--- src/core/irq_ctrl_regs.svh ---
`ifndef IRQ_CTRL_REGS_SVH
`define IRQ_CTRL_REGS_SVH

// ********************************************
// Register offsets
// ********************************************
`define PRIO_LOW_ADDR     8'hB8
`define PRIO_HIGH_ADDR    8'hB7
`define ENABLE_ADDR       8'hA8
`define POWER_CTRL_ADDR   8'h87
`define EXT_MODE_ADDR     8'h88
`define IN_SERVICE_ADDR   8'hB9

// ********************************************
// Field positions
// ********************************************
`define ENABLE_GLOBAL_BIT 7
`define PWR_IDLE_BIT      0
`define PWR_DOWN_BIT      1
`define PWR_FLAG_A_BIT    2
`define PWR_FLAG_B_BIT    3
`define SRC_EXT_A         0
`define SRC_EXT_B         2

// ********************************************
// Reset values and masks
// ********************************************
`define PRIO_RESET        8'h00
`define ENABLE_RESET      8'h00
`define EXT_MODE_RESET    2'h0
`define PRIO_USED_MASK    8'h3F

`endif

--- src/core/irq_ctrl_pkg.sv ---
`default_nettype none

package irq_ctrl_pkg;
  // Power sequencing states
  typedef enum logic [1:0] {PWR_RUN, PWR_IDLE, PWR_DOWN, PWR_RESTART} power_state_t;
  // Four-level priority
  typedef logic [1:0] prio_level_t;
  // Vector number of a source
  typedef logic [2:0] vector_t;
endpackage

`default_nettype wire

--- src/core/irq_ctrl.sv ---
`timescale 1ns/1ps
`default_nettype none
`include "irq_ctrl_regs.svh"

module irq_ctrl #(
  parameter int NUM_SRC = 6
) (
  // Clock and reset
  input  wire logic                  i_mclk,
  input  wire logic                  i_reset,
  // Register port
  input  wire logic [7:0]            i_addr,
  input  wire logic [7:0]            i_wdata,
  input  wire logic                  i_wr,
  input  wire logic                  i_rd,
  output logic [7:0]                 o_rdata,
  // Interrupt sources
  input  wire logic                  i_ext_irq_pin_a_n,
  input  wire logic                  i_ext_irq_pin_b_n,
  input  wire logic                  i_timer_a_req,
  input  wire logic                  i_timer_b_req,
  input  wire logic                  i_timer_c_req,
  input  wire logic                  i_serial_req,
  // CPU request and return
  output logic                       o_irq_valid,
  output irq_ctrl_pkg::vector_t      o_irq_vector,
  output irq_ctrl_pkg::prio_level_t  o_irq_level,
  input  wire logic                  i_irq_ack,
  input  wire logic                  i_return_from_interrupt,
  // Power control
  output logic                       o_cpu_run,
  output logic                       o_osc_run,
  output logic                       o_hold_pins,
  output logic                       o_ale_high,
  output logic                       o_program_store_enable_high
);
  import irq_ctrl_pkg::*;

  // Elaboration check
  if (NUM_SRC != 6) begin : g_bad_src
    $error("irq_ctrl serves exactly six sources");
  end

  // ********************************************
  // Helper functions
  // ********************************************

  // Best pending source; lower index wins a tie
  function automatic logic [5:0] pick_best(input logic [NUM_SRC-1:0] pend,
                                           input logic [7:0] hi, input logic [7:0] lo);
    logic    found;
    vector_t idx;
    prio_level_t lvl;
    found = 1'b0;
    idx   = 3'h0;
    lvl   = 2'h0;
    for (int i = NUM_SRC - 1; i >= 0; i--) begin
      if (pend[i] && (!found || {hi[i], lo[i]} >= lvl)) begin
        found = 1'b1;
        idx   = 3'(i);
        lvl   = {hi[i], lo[i]};
      end
    end
    return {found, idx, lvl};
  endfunction

  // Highest level now in service
  function automatic logic [2:0] top_level(input logic [3:0] svc);
    logic [2:0] res;
    res = 3'h0;
    for (int i = 0; i < 4; i++) begin
      if (svc[i]) begin
        res = {1'b1, 2'(i)};
      end
    end
    return res;
  endfunction

  // ********************************************
  // State
  // ********************************************
  logic [7:0]   prio_low_reg;
  logic [7:0]   prio_high_reg;
  logic [7:0]   enable_reg;
  logic [1:0]   ext_mode_reg;
  logic [1:0]   ext_flag_reg;
  logic [1:0]   pin_prev_reg;
  logic [1:0]   pd_seen_reg;
  logic [3:0]   in_service_reg;
  logic         flag_a_reg;
  logic         flag_b_reg;
  power_state_t state_reg;
  power_state_t state_next;

  logic [1:0]          pin_low;
  logic [1:0]          pin_fall;
  logic [1:0]          pin_rise;
  logic [1:0]          ext_en;
  logic [NUM_SRC-1:0]  pend;
  logic [NUM_SRC-1:0]  pend_en;
  logic [5:0]          best;
  logic [2:0]          cur;
  logic                best_found;
  vector_t             best_idx;
  prio_level_t         best_lvl;
  logic                preempt_ok;
  logic                valid_next;
  logic                wake_any;
  logic                pwr_wr;
  logic                pd_release;
  logic [1:0]          ack_ext;

  // ********************************************
  // Source gathering and arbitration
  // ********************************************

  // Pin conditioning
  assign pin_low  = {~i_ext_irq_pin_b_n, ~i_ext_irq_pin_a_n};
  assign pin_fall = pin_low & ~pin_prev_reg;
  assign pin_rise = ~pin_low & pin_prev_reg;
  assign ext_en   = {enable_reg[`SRC_EXT_B], enable_reg[`SRC_EXT_A]};

  // Pending vector in grant order
  assign pend = {i_timer_c_req, i_serial_req, i_timer_b_req,
                 ext_flag_reg[1] | (~ext_mode_reg[1] & pin_low[1]),
                 i_timer_a_req,
                 ext_flag_reg[0] | (~ext_mode_reg[0] & pin_low[0])};

  // Enable gating
  assign pend_en = pend & enable_reg[NUM_SRC-1:0] & {NUM_SRC{enable_reg[`ENABLE_GLOBAL_BIT]}};

  // Priority resolution
  assign best       = pick_best(pend_en, prio_high_reg, prio_low_reg);
  assign best_found = best[5];
  assign best_idx   = best[4:2];
  assign best_lvl   = best[1:0];
  assign cur        = top_level(in_service_reg);
  assign preempt_ok = !cur[2] || (best_lvl > cur[1:0]);
  assign valid_next = best_found && preempt_ok && (state_reg == PWR_RUN) && !i_irq_ack;
  assign wake_any   = |pend_en;
  assign ack_ext    = {o_irq_valid && i_irq_ack && o_irq_vector == 3'(`SRC_EXT_B),
                       o_irq_valid && i_irq_ack && o_irq_vector == 3'(`SRC_EXT_A)};

  // Request outputs
  always_ff @(posedge i_mclk) begin
    if (i_reset) begin
      o_irq_valid  <= 1'b0;
      o_irq_vector <= 3'h0;
      o_irq_level  <= 2'h0;
    end else begin
      o_irq_valid  <= valid_next;
      o_irq_vector <= best_idx;
      o_irq_level  <= best_lvl;
    end
  end

  // In-service levels, pushed on ack, popped on return
  always_ff @(posedge i_mclk) begin
    if (i_reset) begin
      in_service_reg <= 4'h0;
    end else begin
      if (i_return_from_interrupt && cur[2]) begin
        in_service_reg[cur[1:0]] <= 1'b0;
      end
      if (o_irq_valid && i_irq_ack) begin
        in_service_reg[o_irq_level] <= 1'b1;
      end
    end
  end

  // Pin history
  always_ff @(posedge i_mclk) begin
    if (i_reset) begin
      pin_prev_reg <= 2'h0;
    end else begin
      pin_prev_reg <= pin_low;
    end
  end

  // External flags; a set beats a clear
  always_ff @(posedge i_mclk) begin
    if (i_reset) begin
      ext_flag_reg <= 2'h0;
    end else begin
      ext_flag_reg <= (ext_flag_reg & ~ack_ext) | (pin_fall & ext_mode_reg)
                      | ({2{pd_release}} & pd_seen_reg & ext_en);
    end
  end

  // ********************************************
  // Register port
  // ********************************************
  assign pwr_wr = i_wr && (i_addr == `POWER_CTRL_ADDR);

  // Priority and enable registers
  always_ff @(posedge i_mclk) begin
    if (i_reset) begin
      prio_low_reg  <= `PRIO_RESET;
      prio_high_reg <= `PRIO_RESET;
      enable_reg    <= `ENABLE_RESET;
      ext_mode_reg  <= `EXT_MODE_RESET;
    end else if (i_wr) begin
      case (i_addr)
        `PRIO_LOW_ADDR:  prio_low_reg  <= i_wdata & `PRIO_USED_MASK;
        `PRIO_HIGH_ADDR: prio_high_reg <= i_wdata & `PRIO_USED_MASK;
        `ENABLE_ADDR:    enable_reg    <= i_wdata;
        `EXT_MODE_ADDR:  ext_mode_reg  <= i_wdata[1:0];
        default:         ;
      endcase
    end
  end

  // General flags
  always_ff @(posedge i_mclk) begin
    if (i_reset) begin
      flag_a_reg <= 1'b0;
      flag_b_reg <= 1'b0;
    end else if (pwr_wr) begin
      flag_a_reg <= i_wdata[`PWR_FLAG_A_BIT];
      flag_b_reg <= i_wdata[`PWR_FLAG_B_BIT];
    end
  end

  // Read data, one cycle after the strobe
  always_ff @(posedge i_mclk) begin
    if (i_reset) begin
      o_rdata <= 8'h00;
    end else if (i_rd) begin
      case (i_addr)
        `PRIO_LOW_ADDR:   o_rdata <= prio_low_reg;
        `PRIO_HIGH_ADDR:  o_rdata <= prio_high_reg;
        `ENABLE_ADDR:     o_rdata <= enable_reg;
        `EXT_MODE_ADDR:   o_rdata <= {4'h0, ext_flag_reg, ext_mode_reg};
        `IN_SERVICE_ADDR: o_rdata <= {4'h0, in_service_reg};
        `POWER_CTRL_ADDR: o_rdata <= {4'h0, flag_b_reg, flag_a_reg,
                                      state_reg == PWR_DOWN || state_reg == PWR_RESTART,
                                      state_reg == PWR_IDLE};
        default:          o_rdata <= 8'h00;
      endcase
    end else begin
      o_rdata <= 8'h00;
    end
  end

  // ********************************************
  // Idle and power-down sequencing
  // ********************************************

  // Exit completes on first release of a pin seen low
  assign pd_release = (state_reg == PWR_RESTART) && |(pin_rise & pd_seen_reg);

  // Next power state
  always_comb begin
    state_next = state_reg;
    case (state_reg)
      PWR_RUN: begin
        if (pwr_wr && i_wdata[`PWR_DOWN_BIT]) begin
          state_next = PWR_DOWN;
        end else if (pwr_wr && i_wdata[`PWR_IDLE_BIT]) begin
          state_next = PWR_IDLE;
        end
      end
      PWR_IDLE: begin
        if (wake_any) begin
          state_next = PWR_RUN;
        end
      end
      PWR_DOWN: begin
        if (|(pin_low & ext_en) && enable_reg[`ENABLE_GLOBAL_BIT]) begin
          state_next = PWR_RESTART;
        end
      end
      PWR_RESTART: begin
        if (pd_release) begin
          state_next = PWR_RUN;
        end
      end
      default: state_next = PWR_RUN;
    endcase
  end

  // Power state register
  always_ff @(posedge i_mclk) begin
    if (i_reset) begin
      state_reg <= PWR_RUN;
    end else begin
      state_reg <= state_next;
    end
  end

  // Pins seen low while powered down
  always_ff @(posedge i_mclk) begin
    if (i_reset || state_reg == PWR_RUN || state_reg == PWR_IDLE) begin
      pd_seen_reg <= 2'h0;
    end else begin
      pd_seen_reg <= pd_seen_reg | (pin_low & ext_en);
    end
  end

  // Gating outputs; CPU state frozen, nothing reset on entry
  assign o_cpu_run  = (state_reg == PWR_RUN);
  assign o_osc_run  = (state_reg != PWR_DOWN);
  assign o_hold_pins = (state_reg != PWR_RUN);
  assign o_ale_high  = (state_reg != PWR_RUN);
  assign o_program_store_enable_high = (state_reg != PWR_RUN);
endmodule

`default_nettype wire

--- config.mk ---
export PLATFORM = sky130hd
export DESIGN_NAME = irq_ctrl
export DESIGN_NICKNAME = d
export VERILOG_FILES = /design/src/core/irq_ctrl_pkg.sv /design/src/core/irq_ctrl.sv
export VERILOG_INCLUDE_DIRS = /design/src /design/src/core
export SDC_FILE = /design/constraint.sdc
export NUM_CORES = 1
export LEC_CHECK = 0
export ABC_AREA = 1
export BUFFER_PORTS_ARGS = -buffer_cell sky130_fd_sc_hd__buf_2
export CAP_MARGIN = 40
export CORE_MARGIN = 4
export CORE_UTILIZATION = 50
export CTS_CLUSTER_DIAMETER = 150
export DETAILED_ROUTE_END_ITERATION = 6
export GPL_ROUTABILITY_DRIVEN = 1
export PLACE_DENSITY = 0.81
export SLEW_MARGIN = 20
export SYNTH_ARGS = -nofsm -noshare
export SYNTH_HDL_FRONTEND = slang
export SYNTH_SLANG_ARGS = --single-unit
--- constraint.sdc ---
create_clock -name i_mclk -period 5.55 [get_ports i_mclk]
set_clock_uncertainty 0.05 [all_clocks]
set_input_delay 0.2775 -clock i_mclk [delete_from_list [all_inputs] [get_ports i_mclk]]
set_output_delay 0.2775 -clock i_mclk [all_outputs]
set_load 0.1 [all_outputs]
==> impl_metrics.prom <==
# TYPE chip_impl_metric gauge
chip_impl_metric{name="die_width",unit="um"} 81.4
chip_impl_info{name="dominant_synthesized_flop_cell",value="sky130_fd_sc_hd__dfxtp_1"} 1
chip_impl_metric{name="yosys.area.top_type_share",unit="%"} 37.2
chip_impl_metric{name="gr-usage-all-layers",unit="%"} 25.2
chip_impl_metric{name="netlist-cell-type-count",unit=""} 31
chip_impl_metric{name="worst_ir_drop_vdd",unit="mV"} 0.145
chip_impl_info{name="violations",value="setup timing"} 1
chip_impl_metric{name="synth.area.mux_share",unit="%"} 0
chip_impl_metric{name="grt_max_degree",unit=""} 32
chip_impl_metric{name="drive_above_1_share",unit="%"} 37.5
chip_impl_metric{name="synth-compound-area-share",unit="%"} 18.5
chip_impl_metric{name="hold_depth",unit=""} 2
chip_impl_metric{name="detail_route.wl_per_cell",unit="um"} 16.6
chip_impl_info{name="rr_startpoint",value="enable_reg[5]"} 1
chip_impl_metric{name="max_freq",unit="MHz"} 175
chip_impl_metric{name="num-nets-final",unit=""} 508
chip_impl_metric{name="route.antenna.remaining_nets",unit=""} 0
chip_impl_metric{name="grt_antenna_before_repair",unit=""} 0
chip_impl_info{name="unrepaired_setup_endpoints_after_global_routing",value="yes"} 1
chip_impl_metric{name="die-area",unit="um^2"} 6620
chip_impl_metric{name="drt_pre_antenna_iters",unit=""} 5
chip_impl_metric{name="simple_gate_share_of_the_synthesized_area",unit="%"} 26.1
chip_impl_metric{name="slowest_delay",unit="ns"} 0.36
chip_impl_metric{name="worst_slew_margin_rel",unit="%"} 43.8
chip_impl_metric{name="finalCritPeriodShare",unit="%"} 103
chip_impl_metric{name="num_vias",unit=""} 3105
chip_impl_metric{name="synth-adder-area-share",unit="%"} 5.58
chip_impl_metric{name="setup_violations",unit=""} 2
chip_impl_metric{name="synth_xor_area_share",unit="%"} 0
chip_impl_metric{name="initial_util",unit="%"} 52.0
chip_impl_metric{name="final_util",unit="%"} 72.8
chip_impl_metric{name="post-place-cells",unit=""} 492
chip_impl_info{name="hp-class",value="in2reg"} 1
chip_impl_metric{name="ff2ff_setup_slack",unit="ns"} -0.15
chip_impl_metric{name="core-area",unit="um^2"} 5170
chip_impl_metric{name="io_pins",unit=""} 47
chip_impl_metric{name="portBuffers",unit=""} 46
chip_impl_info{name="most_area_hungry_cell_type_in_the_yosys_netlist",value="sky130_fd_sc_hd__dfxtp_1"} 1
chip_impl_metric{name="count_of_flip_flops_with_a_built_in_enable_after_synthesis",unit=""} 0
chip_impl_metric{name="hold_violations",unit=""} 0
chip_impl_info{name="outcome",value="finished, violations left"} 1
chip_impl_info{name="timing.rr.end",value="o_irq_valid"} 1
chip_impl_metric{name="synth_seq_cells",unit=""} 50
chip_impl_metric{name="fp.dieH",unit="um"} 81.4
chip_impl_info{name="combinational_family_with_the_most_area_after_synthesis",value="simple AND/OR/NAND/NOR gates"} 1
chip_impl_metric{name="synth_async_sr_flop_share",unit="%"} 0
chip_impl_metric{name="instances_no_fill",unit=""} 539
chip_impl_metric{name="std_cell_rows",unit=""} 26
chip_impl_metric{name="design_area",unit="um^2"} 3760
chip_impl_info{name="tritoncts",value="yes"} 1
chip_impl_metric{name="drt_iter0_drc",unit=""} 255
chip_impl_metric{name="synthesis.nets",unit=""} 422
chip_impl_metric{name="worst-path-max-fanout",unit=""} 4
chip_impl_metric{name="yosysWarnings",unit=""} 0
chip_impl_metric{name="slew_violations",unit=""} 0
chip_impl_metric{name="power.static_leakage",unit="nW"} 1.70
chip_impl_metric{name="worst_skew_pair.late_latency",unit="ns"} 0.31
chip_impl_metric{name="total_power",unit="W"} 0.000718
chip_impl_metric{name="clkTransAtPathRegs",unit="ns"} 0.10
chip_impl_metric{name="cts-buffers-inserted",unit=""} 5
chip_impl_metric{name="synthesis.area",unit="um^2"} 2690
chip_impl_metric{name="syn-mean-instance-area",unit="um^2"} 7.04
chip_impl_info{name="post_synth_main_area_contributors",value="sky130_fd_sc_hd__dfxtp_1, sky130_fd_sc_hd__inv_1, sky130_fd_sc_hd__nand2_1"} 1
chip_impl_info{name="path_common_cell",value="sky130_fd_sc_hd__nand2_2"} 1
chip_impl_metric{name="placedInstanceArea",unit="um^2"} 2980
chip_impl_info{name="startpoint_type",value="flop"} 1
chip_impl_metric{name="global_route.overflow_total",unit=""} 0
chip_impl_info{name="worst_path_max_delay_cell",value="sky130_fd_sc_hd__dfxtp_2"} 1
chip_impl_metric{name="crit_buf_inv",unit=""} 7
chip_impl_metric{name="holdBufCountCts",unit=""} 0
chip_impl_metric{name="area.growth.synth_to_final",unit="%"} 40.0
chip_impl_metric{name="tns_setup",unit="ns"} -0.278
chip_impl_metric{name="cap_viol_max_count",unit=""} 0
chip_impl_metric{name="antenna-diode-count",unit=""} 0
chip_impl_metric{name="place.detailed.hpwl",unit="um"} 5080
chip_impl_info{name="hold_end",value="o_irq_valid"} 1
chip_impl_metric{name="first_global_vias",unit=""} 2779
chip_impl_metric{name="timing_worst_slew_pin_value",unit="ns"} 0.842
chip_impl_metric{name="syn-instance-count",unit=""} 382
chip_impl_metric{name="num-fill-cells",unit=""} 371
chip_impl_metric{name="period_minus_slack",unit="ns"} 5.70
chip_impl_metric{name="post_layout_worst_setup_margin",unit="ns"} -0.150
chip_impl_info{name="cp-end-kind",value="flop"} 1
chip_impl_metric{name="grt_first_pass_wirelength",unit="um"} 12800
chip_impl_metric{name="cts_max_path_bufs",unit=""} 2
chip_impl_metric{name="vias_per_cell",unit=""} 5.76
chip_impl_metric{name="routed_wire_length",unit="um"} 8940
chip_impl_info{name="crit_family",value="simple AND/OR/NAND/NOR gates"} 1
chip_impl_metric{name="post-route-drc-count",unit=""} 0
chip_impl_metric{name="critPathArrivalTime",unit="ns"} 5.87
chip_impl_info{name="clock-root-buffer",value="sky130_fd_sc_hd__clkbuf_8"} 1
chip_impl_metric{name="seq_area_frac_synth",unit="%"} 37.2
chip_impl_metric{name="number_of_cells_on_the_worst_reg_to_reg_path",unit=""} 46
chip_impl_metric{name="clock_sink_count",unit=""} 50
chip_impl_metric{name="power_per_cell_area",unit="nW/um^2"} 191
chip_impl_info{name="hold_path.startpoint",value="i_irq_ack"} 1
chip_impl_info{name="critical_path_class",value="reg2reg"} 1
chip_impl_metric{name="crit_required",unit="ns"} 5.72
chip_impl_metric{name="finalWeightedCongestion",unit=""} 0.844
chip_impl_metric{name="cts_h_tree_depth",unit=""} 2
[worst max-delay path by stage]
stage | from | end | slack (ns) | cells past startpoint
2_1_floorplan | enable_reg[7] | o_irq_valid | 0.16 | 48
3_3_place_gp | i_timer_c_req | o_irq_valid | -0.03 | 47
3_5_place_dp | i_timer_c_req | o_irq_valid | -0.20 | 47
4_1_cts | enable_reg[7] | o_irq_level[1] | 0.003 | 48
5_1_grt | enable_reg[5] | o_irq_valid | -0.44 | 46
6_report | enable_reg[5] | o_irq_valid | -0.15 | 46
[Yosys cell counts (2+ instances only)]
cell type                   n
sky130_fd_sc_hd__nor3_4     3
sky130_fd_sc_hd__clkbuf_1   4
sky130_fd_sc_hd__o21ai_0   38
sky130_fd_sc_hd__and2_1     4
sky130_fd_sc_hd__nor2_1    26
sky130_fd_sc_hd__dfxtp_1   50
sky130_fd_sc_hd__inv_1     74
sky130_fd_sc_hd__nand3_1   33
sky130_fd_sc_hd__buf_4      3
sky130_fd_sc_hd__o22ai_1   12
sky130_fd_sc_hd__ha_1      12
sky130_fd_sc_hd__a21oi_1   31
sky130_fd_sc_hd__nand3b_1   2
sky130_fd_sc_hd__o311ai_0   2
sky130_fd_sc_hd__nand2_1   58
sky130_fd_sc_hd__nand3_2    3
sky130_fd_sc_hd__nor3_1     7
sky130_fd_sc_hd__o41ai_1    2
sky130_fd_sc_hd__nand2_2    5
sky130_fd_sc_hd__buf_2      2
[final cells by class]
class	count	area [um^2]	share of cell area (%)
repair buffers	89	564	15.0
multi-input cells	247	1700	45.3
inverters	75	292	7.74
flip-flops and latches	50	1000	26.7
clock buffers	5	68.8	1.83
well taps	70	87.6	2.33
clock inverters	3	45.0	1.20
[logic make-up (layout without fill, tap and decap cells)]
kind of cell,Yosys count,after routing
and+or+nand+nor,145,145
AOI/OAI and AO/OA,90,90
DFF,50,50
buffers and inverters,85,172
adders and majority gates,12,12
[where the power goes]
part	switching [W]	leakage [nW]	total, W	internal (W)
clock network	0.000131	0.0504	0.000265	0.000134
logic	0.0000702	1.25	0.0000890	0.0000189
registers	0.00000227	0.404	0.000363	0.000361
total	0.000203	1.70	0.000718	0.000514
[layer usage]
| layer | track usage [%] | up-vias | part of all wire, % |
|---|---|---|---|
| li1 | - | 1425 | - |
| met1 | 30.3 | 1456 | 40 |
| met2 | 42.3 | 184 | 48 |
| met3 | 4.77 | 40 | 7.6 |
| met4 | 13.5 | 0 | 4.5 |
| met5 | 0 | - | 0 |
[placed cells by master (no fill, tap or decap), types with 3 or more instances in the layout]
cell | netlist | routed
sky130_fd_sc_hd__nand2_4 | 1 | 9
sky130_fd_sc_hd__and2_4 | 0 | 4
sky130_fd_sc_hd__nor2_1 | 26 | 24
sky130_fd_sc_hd__nor3_1 | 7 | 7
sky130_fd_sc_hd__nand3_2 | 3 | 9
sky130_fd_sc_hd__clkbuf_8 | 0 | 5
sky130_fd_sc_hd__inv_4 | 0 | 4
sky130_fd_sc_hd__a21oi_1 | 31 | 31
sky130_fd_sc_hd__nand3_4 | 0 | 5
sky130_fd_sc_hd__buf_6 | 1 | 3
sky130_fd_sc_hd__o21ai_2 | 0 | 4
sky130_fd_sc_hd__inv_2 | 1 | 6
sky130_fd_sc_hd__nand2_1 | 58 | 36
sky130_fd_sc_hd__dfxtp_1 | 50 | 48
sky130_fd_sc_hd__buf_2 | 2 | 46
sky130_fd_sc_hd__o21ai_0 | 38 | 32
sky130_fd_sc_hd__buf_4 | 3 | 40
sky130_fd_sc_hd__inv_1 | 74 | 65
sky130_fd_sc_hd__nand3_1 | 33 | 22
sky130_fd_sc_hd__nand2_2 | 5 | 19
sky130_fd_sc_hd__o22ai_1 | 12 | 12
sky130_fd_sc_hd__nor3_4 | 3 | 3
sky130_fd_sc_hd__ha_4 | 0 | 11
[stage by stage]
step	setup WS (ns)	hold slack [ns]
2_1_floorplan	0.165	0.300
3_3_place_gp	-0.0318	0.386
3_5_place_dp	-0.201	0.387
4_1_cts	0.00312	0.0833
5_1_grt	-0.438	0.109
6_report	-0.150	0.0984
[worst reg2reg max path: cells and delay by family (launching register included)]
kind,cells,cell delay [ns]
buffers and inverters,7,0.43
AOI/OAI and AO/OA,6,0.62
adders and majority gates,6,1.39
DFF,1,0.36
and+or+nand+nor,27,2.78
[repair_timing]
action / CTS / global route
gates resized for setup: 36 / 55
setup endpoints to repair: 1 / 3
endpoints found under the hold margin: 0 / 0
buffers inserted: 29 / 12
pin swaps: 26 / 34
No activity file was read; power rests on OpenSTA's default activity.
